File: src/hw/pfr_map.vh
// pfr_map.vh: field layout and byte offsets of the fault event record, and recorder reset values
// assumes: included by bare name from the recorder module
`ifndef PFR_MAP_VH
`define PFR_MAP_VH
// record size in bytes
`define PFR_REC_BYTES 38
// record byte offsets
`define PFR_OFF_TIME 0
`define PFR_OFF_AC_CYC 4
`define PFR_OFF_POWER_ON_REQUEST_N_CYC 6
`define PFR_OFF_STATUS_WORD 8
`define PFR_OFF_STATUS_IOUT 10
`define PFR_OFF_STATUS_INPUT 11
`define PFR_OFF_STATUS_TEMP 12
`define PFR_OFF_STATUS_FAN 13
`define PFR_OFF_READ_VIN 14
`define PFR_OFF_READ_IIN 16
`define PFR_OFF_READ_IOUT 18
`define PFR_OFF_READ_TEMP1 20
`define PFR_OFF_READ_TEMP2 22
`define PFR_OFF_READ_FAN 24
`define PFR_OFF_READ_PIN 26
`define PFR_OFF_READ_VOUT 28
`define PFR_OFF_CNT0 30
`define PFR_OFF_CNT1 31
`define PFR_OFF_CNT2 32
// shutdown counter indices, in nibble order
`define PFR_EV_UV_IN 0
`define PFR_EV_THERMAL 1
`define PFR_EV_OC_OP 2
`define PFR_EV_GENERAL 3
`define PFR_EV_FAN 4
`define PFR_EV_OV_OUT 5
`define PFR_EV_COUNT 6
// saturation values
`define PFR_CNT_MAX 4'hf
`define PFR_CYC_MAX 16'hffff
// reset values: power cycle counts, pin pipe {request_n, ac} idle, warm-up count
`define PFR_CYC_RST 16'h0000
`define PFR_PIN_RST 2'h2
`define PFR_WARM_RST 2'h0
// edges after reset until the pin edge history is valid
`define PFR_WARM_DONE 2'h3
`endif

File: src/hw/pfr_recorder.v
// pfr_recorder.v: builds a fault event record and emits it and the shutdown counters to nvm.
// assumes: telemetry, status and fault bits arrive synchronous to clk; ac_present and
// power_on_request_n are asynchronous pins; the nvm side accepts a one-cycle write strobe
// at any time; the counter image is loaded once at start.
`timescale 1ns/1ps
`include "pfr_map.vh"

module pfr_recorder #(
    parameter NEV = `PFR_EV_COUNT
)(
    // clock and reset
    input wire clk,
    input wire resetn,
    // supply state
    input wire ac_present,
    input wire power_on_request_n,
    input wire [31:0] rtc_seconds,
    // counter image from nvm
    input wire cnt_load,
    input wire [23:0] cnt_load_data,
    // shutdown status bits, one per counter
    input wire [NEV-1:0] shutdown_status,
    // pmbus snapshot sources
    input wire [15:0] status_word,
    input wire [7:0] status_iout,
    input wire [7:0] status_input,
    input wire [7:0] status_temp,
    input wire [7:0] status_fan,
    input wire [15:0] read_vin,
    input wire [15:0] read_iin,
    input wire [15:0] read_iout,
    input wire [15:0] read_temp1,
    input wire [15:0] read_temp2,
    input wire [15:0] read_fan,
    input wire [15:0] read_pin,
    input wire [15:0] read_vout,
    // nvm write side
    output reg cnt_nvm_we,
    output reg [23:0] cnt_nvm_data,
    output reg rec_nvm_we,
    output reg [8*`PFR_REC_BYTES-1:0] rec_nvm_data,
    output reg [15:0] ac_cycles,
    output reg [15:0] power_on_request_n_cycles
);

    // ************************************************************
    // pin synchronisers
    // ************************************************************
    // ac and request are raw pins; each passes two flops before any logic looks at it
    reg [1:0] pin_s1;
    reg [1:0] pin_s2;
    // the edge history is meaningless until the pipe has refilled after reset,
    // so a power cycle that lands in the first three edges is not counted
    reg [1:0] warm;
    wire armed = (warm == `PFR_WARM_DONE);

    always @(posedge clk)
    begin
        if (!resetn)
        begin
            pin_s1 <= `PFR_PIN_RST;
            pin_s2 <= `PFR_PIN_RST;
            warm <= `PFR_WARM_RST;
        end
        else
        begin
            pin_s1 <= {power_on_request_n, ac_present};
            pin_s2 <= pin_s1;
            if (!armed)
            begin
                warm <= warm + 2'h1;
            end
        end
    end

    // ************************************************************
    // power cycle counters
    // ************************************************************
    reg ac_d;
    reg req_d;
    wire ac_sync = pin_s2[0];
    wire req_on = ~pin_s2[1];
    // an off-to-on return of ac while requested, or of request while ac stays
    wire ac_cycle = armed & ac_sync & ~ac_d & req_on;
    wire req_cycle = armed & req_on & ~req_d & ac_sync & ac_d;

    always @(posedge clk)
    begin
        if (!resetn)
        begin
            ac_d <= 1'b0;
            req_d <= 1'b0;
            ac_cycles <= `PFR_CYC_RST;
            power_on_request_n_cycles <= `PFR_CYC_RST;
        end
        else
        begin
            ac_d <= ac_sync;
            req_d <= req_on;
            // both counters stick at full scale rather than wrap to zero
            if (ac_cycle && ac_cycles != `PFR_CYC_MAX)
            begin
                ac_cycles <= ac_cycles + 16'h0001;
            end
            if (req_cycle && power_on_request_n_cycles != `PFR_CYC_MAX)
            begin
                power_on_request_n_cycles <= power_on_request_n_cycles + 16'h0001;
            end
        end
    end

    // ************************************************************
    // shutdown event counters
    // ************************************************************
    reg [NEV-1:0] stat_d;
    reg [4*NEV-1:0] cnt;
    // a bit that stays high counts once only
    wire [NEV-1:0] rise = shutdown_status & ~stat_d;
    reg [4*NEV-1:0] next_cnt;
    integer i;

    always @*
    begin
        next_cnt = cnt;
        for (i = 0; i < NEV; i = i + 1)
        begin
            if (rise[i] && cnt[4*i +: 4] != `PFR_CNT_MAX)
            begin
                next_cnt[4*i +: 4] = cnt[4*i +: 4] + 4'h1;
            end
        end
    end

    always @(posedge clk)
    begin
        if (!resetn)
        begin
            stat_d <= {NEV{1'b0}};
            cnt <= {4*NEV{1'b0}};
            cnt_nvm_we <= 1'b0;
            cnt_nvm_data <= 24'h00_0000;
        end
        else
        begin
            stat_d <= shutdown_status;
            cnt_nvm_we <= 1'b0;
            // the image wins over a rise in the load cycle, which is dropped
            if (cnt_load)
            begin
                cnt <= cnt_load_data[4*NEV-1:0];
            end
            else
            begin
                cnt <= next_cnt;
            end
            // a counter already at fifteen still strobes, so every event outside a load cycle reaches nvm
            if (|rise && !cnt_load)
            begin
                cnt_nvm_we <= 1'b1;
                cnt_nvm_data <= next_cnt[23:0];
            end
        end
    end

    // ************************************************************
    // record assembly
    // ************************************************************
    // the snapshot uses next_cnt so the event that shuts down is itself included
    wire [8*`PFR_REC_BYTES-1:0] rec;
    assign rec[8*`PFR_OFF_TIME +: 32] = rtc_seconds;
    assign rec[8*`PFR_OFF_AC_CYC +: 16] = ac_cycles;
    assign rec[8*`PFR_OFF_POWER_ON_REQUEST_N_CYC +: 16] = power_on_request_n_cycles;
    assign rec[8*`PFR_OFF_STATUS_WORD +: 16] = status_word;
    assign rec[8*`PFR_OFF_STATUS_IOUT +: 8] = status_iout;
    assign rec[8*`PFR_OFF_STATUS_INPUT +: 8] = status_input;
    assign rec[8*`PFR_OFF_STATUS_TEMP +: 8] = status_temp;
    assign rec[8*`PFR_OFF_STATUS_FAN +: 8] = status_fan;
    assign rec[8*`PFR_OFF_READ_VIN +: 16] = read_vin;
    assign rec[8*`PFR_OFF_READ_IIN +: 16] = read_iin;
    assign rec[8*`PFR_OFF_READ_IOUT +: 16] = read_iout;
    assign rec[8*`PFR_OFF_READ_TEMP1 +: 16] = read_temp1;
    assign rec[8*`PFR_OFF_READ_TEMP2 +: 16] = read_temp2;
    assign rec[8*`PFR_OFF_READ_FAN +: 16] = read_fan;
    assign rec[8*`PFR_OFF_READ_PIN +: 16] = read_pin;
    assign rec[8*`PFR_OFF_READ_VOUT +: 16] = read_vout;
    assign rec[8*`PFR_OFF_CNT0 +: 24] = next_cnt[23:0];
    // remaining bytes of the 38-byte slot are reserved and zero
    assign rec[8*`PFR_REC_BYTES-1:8*(`PFR_OFF_CNT2+1)] = {8*(`PFR_REC_BYTES-`PFR_OFF_CNT2-1){1'b0}};

    always @(posedge clk)
    begin
        if (!resetn)
        begin
            rec_nvm_we <= 1'b0;
            rec_nvm_data <= {8*`PFR_REC_BYTES{1'b0}};
        end
        else
        begin
            rec_nvm_we <= 1'b0;
            if (|rise && !cnt_load)
            begin
                // nvm side overwrites its one slot with the newest record on each strobe
                rec_nvm_we <= 1'b1;
                rec_nvm_data <= rec;
            end
        end
    end

endmodule // pfr_recorder
File: config.mk
export PLATFORM = sky130hd
export DESIGN_NAME = pfr_recorder
export DESIGN_NICKNAME = d
export VERILOG_FILES = /design/src/hw/pfr_recorder.v
export VERILOG_INCLUDE_DIRS = /design/src /design/src/hw
export SDC_FILE = /design/constraint.sdc
export NUM_CORES = 1
export LEC_CHECK = 0
export ABC_AREA = 1
export ABC_CLOCK_PERIOD_IN_PS = 1900
export BUFFER_PORTS_ARGS = -buffer_cell sky130_fd_sc_hd__buf_2
export CAP_MARGIN = 20
export CORE_AREA = 2 2 234 236
export DETAILED_ROUTE_END_ITERATION = 8
export DIE_AREA = 0 0 236 238
export GPL_TIMING_DRIVEN = 0
export PLACE_DENSITY = 0.55
export SYNTH_ARGS = -nofsm -noshare
export SYNTH_HDL_FRONTEND = slang
export SYNTH_SLANG_ARGS = --single-unit
File: constraint.sdc
create_clock -name clk -period 1.9 [get_ports clk]
set_input_delay 0.475 -clock clk [delete_from_list [all_inputs] [get_ports clk]]
set_output_delay 0.475 -clock clk [all_outputs]
set_load 0.02 [all_outputs]
==> impl_results.md <==
- Final worst-path cycle share: 93.1%
- Reg2Reg Capture Point: power_on_request_n_cycles[14]$_SDFFE_PN0P_
- IO Port Bufs: 564
- Net Sw Power: 4.93 mW
- Leading register cell type out of synthesis: dfxtp_1
- Max clock buf depth: 3
- CTS Hold Bufs: 0
- Hold Slack: 0.101 ns
- Max VDD drop: 0.518 mV
- Via Count: 14600
- Routed Wire Length: 56.4 mm
- R2R cell count: 7
- Via density: 4.58
- Cell Rows: 85
- Post-route ant nets: 0
- DP HPWL: 43.8 mm
- Max-Cap Viols: 0
- Post-route DRC: 0
- Combinational share of power: 14.5%
- Worst Hold Path Cells: 3
- CP max stage cell: dfxtp_1
- Internal: 13.1 mW
- Post-layout util: 36.3%
- CTS sink cnt: 335
- Largest net degree at the start of global routing: 12
- Leak Pwr: 9.33 nW
- Worst-path clk slew: 0.06 ns
- Max-slew headroom: 38.4%
- Clock latency on the worst-skew pair: 0.56 ns
- Pwr per Cell Area: 931 mW/mm^2
- Inserted Clock Buffers: 41
- First-pass GRT wire length: 82.9 mm
- Post-CTS Setup Bufs: 0
- Die Wd: 236 microns
- Hold EP: pin_s1[0]$_SDFF_PN0_
- Switching share of total power: 27.3%
- Critical Path Source Type: flip-flop
- Vias in the first global route: 14000
- Worst Skew: 0.0212 ns
- Hold Crit Start: ac_present
- Clock Tree Root: clkbuf_16
- Synth cell types: 31
- Top cell type's share of synthesized area: 47.3%
- Async SR Flop Fraction: 0%
- Post-synthesis register bit count: 335
- Final Setup Violations: 0
- Nets: 2713
- Worst path bufs/invs: 2
- Chip height: 238 microns
- Number of synthesized flops with an enable pin: 0
- Register area share after synthesis: 47.3%
- Grt total ovfl: 0
- Starting DRT DRC Count: 644
- Status: complete, no violations
- R2R Setup Slk: 0.18 ns
- Largest area contributor in the netlist: dfxtp_1
- WL/cell: 17.7 microns
- Top cells by area, synth: dfxtp_1, nand2_1, a21oi_1, nand3_1, buf_4
- Pre-CTS WS: -0.464 ns
- Arr. time, crit path: 1.29 ns
- Ports: 605
- Overall power: 18.1 mW
- Crit-path cells: buf_4 -> buf_2
- Worst slew pin tran: 0.925 ns
- Final Hold Fails: 0
- Worst path max stage delay: 0.43 ns
- Die ar.: 0.0562 sq mm
- Clock power share: 43.4%
- GPL Wtd Cong: 0.958
- Flop pwr share: 42.2%
- Min-Delay Path Class: input port to flip-flop
- Yosys warns: 0
- Post-synthesis cell count: 1816
- Worst reg2reg path startpoint: power_on_request_n_cycles[0]$_SDFFE_PN0P_
- CP Class: flip-flop to output pin
- Initial Util: 26.5%
- CP endpoint kind: output pin
- Unrepaired setup endpoints after global routing: no
- CP required: 1.42 ns
- Top Family by Delay on Critical Path: flip-flops
- Clock H-tree levels: 2
- Fill count: 5706
- Final worst setup slack: 0.132 ns
- Antenna violations before repair: 13
- Share of layout cells above drive strength 1: 34.4%
- Area of the mapped netlist: 0.0142 sq mm
- Fmax: 0.566 GHz
- GRT Overall Usage: 19.1%
- Post-place instance area: 0.0180 sq mm
- Max-slew violations: 0
- Final Instance Area: 0.0194 sq mm
- Crit path time final: 1.77 ns
- Area growth, synth to finish: 36.9%
- Mean Syn Cell Area: 7.80 sq um
- Worst Path Max Fanout: 3
- Core ar.: 0.0535 sq mm
- Pre-antenna DRT Iters: 5
- CTS tree: built
[per-layer routing]
| layer | track usage, % | part of all wire, % | routed length (microns) | up-vias |
|---|---|---|---|---|
| met4 | 6.35 | 2.8 | 1590 | 10 |
| met3 | 5.36 | 7.5 | 4240 | 93 |
| met1 | 22.3 | 41 | 22900 | 6732 |
| met2 | 33.7 | 49 | 27600 | 562 |
| met5 | 0 | 0.10 | 59 | - |
| li1 | - | - | - | 7200 |
[worst min-delay path, stage by stage]
cell	delay, ns
buf_2	0.07
nand2_1	0.04
inv_1	0.04
[power groups by stage]
stage               combinational [mW]  clock [mW]  sequential, mW
floorplan                         1.21           0            8.10
finish                            2.61        7.84            7.62
CTS                               2.63        8.05            7.62
global route                      2.84        8.30            7.66
global placement                  2.60           0            7.75
detailed placement                2.62           0            7.77
[cells by family (layout without fill, tap and decap cells)]
family	Yosys count	count (layout)	synth area share [%]
flip-flops	335	335	47.3
XOR/XNOR	16	16	0.989
adder cells (fa/ha/maj)	9	9	0.795
other	1	44	0.0265
AO/OA/AOI/OAI	321	321	11.6
buffers and inverters	266	900	10.9
AND/OR/NAND/NOR	868	868	28.4
[stage by stage]
step	TNS, ns	instances
2_1_floorplan	0	1855
6_report	0	3189
3_5_place_dp	-72.06	3115
4_1_cts	0	3186
3_3_place_gp	-64.89	3115
5_1_grt	0	3186
[cell type report]
cell class	count	area [sq um]	share of cell area [%]
sequential	335	6710	34.6
multi-input combinational	1254	6100	31.4
timing repair buffer	564	2820	14.6
buffer	191	1270	6.54
clock buffer	65	1260	6.49
tap	696	871	4.49
inverter	74	278	1.43
clock inverter	6	86.3	0.445
antenna	4	10.0	0.0516
[Yosys cell counts, types with 6 or more instances]
cell type	instances
a21o_1	6
inv_1	69
dfxtp_1	335
ha_1	9
a21oi_1	273
buf_4	87
o21ai_0	35
xor2_1	15
buf_6	12
nand2_1	407
nand3_2	64
buf_1	11
nor2_1	136
o211ai_1	6
nand3_1	238
buf_2	41
clkbuf_1	35
[worst max path at each step]
stage | startpoint | endpoint | slack (ns) | cells after the start
after floorplan | power_on_request_n_cycles[0]$_SDFFE_PN0P_ | power_on_request_n_cycles[10]$_SDFFE_PN0P_ | 0.31 | 7
after global placement | resetn | rec_nvm_data[70]$_SDFFE_PN0P_ | -0.45 | 5
after detailed placement | resetn | rec_nvm_data[71]$_SDFFE_PN0P_ | -0.46 | 5
after CTS | ac_cycles[0]$_SDFFE_PN0P_ | ac_cycles[3]$_SDFFE_PN0P_ | 0.08 | 8
after global routing | stat_d[5]$_SDFF_PN0_ | rec_nvm_data[73]$_SDFFE_PN0P_ | 0.006 | 10
final | cnt_nvm_data[2]$_SDFFE_PN0P_ | rec_nvm_data[242] | 0.13 | 2
[cell usage in the layout (no fill, tap or decap), types with 4 or more instances in the layout]
master / instances
a21o_1: 6
a21oi_1: 273
buf_1: 11
buf_2: 602
buf_4: 86
buf_6: 13
buf_8: 5
clkbuf_1: 46
clkbuf_16: 43
clkbuf_8: 10
conb_1: 40
dfxtp_1: 333
diode_2: 4
ha_1: 9
inv_1: 69
inv_2: 5
nand2_1: 407
nand3_1: 237
nand3_2: 65
nand4_1: 5
nor2_1: 133
nor2_2: 5
o211ai_1: 6
o21ai_0: 35
or2_2: 4
xor2_1: 15
[state kept, by name, indices dropped and copies added (netlist names)]
register / cells
rec_nvm_data: 240
warm: 2
power_on_request_n_cycles: 16
cnt_nvm_data: 24
cnt: 24
rec_nvm_we: 1
ac_cycles: 16
req_d: 1
pin_s1: 2
pin_s2: 2
stat_d: 6
ac_d: 1
[timing repair]
action,in CTS,in global routing
endpoints found under the setup margin,0,52
gates resized for setup,0,12
hold endpoints to repair,0,0
Note: power is estimated with default switching activity, not from simulation.
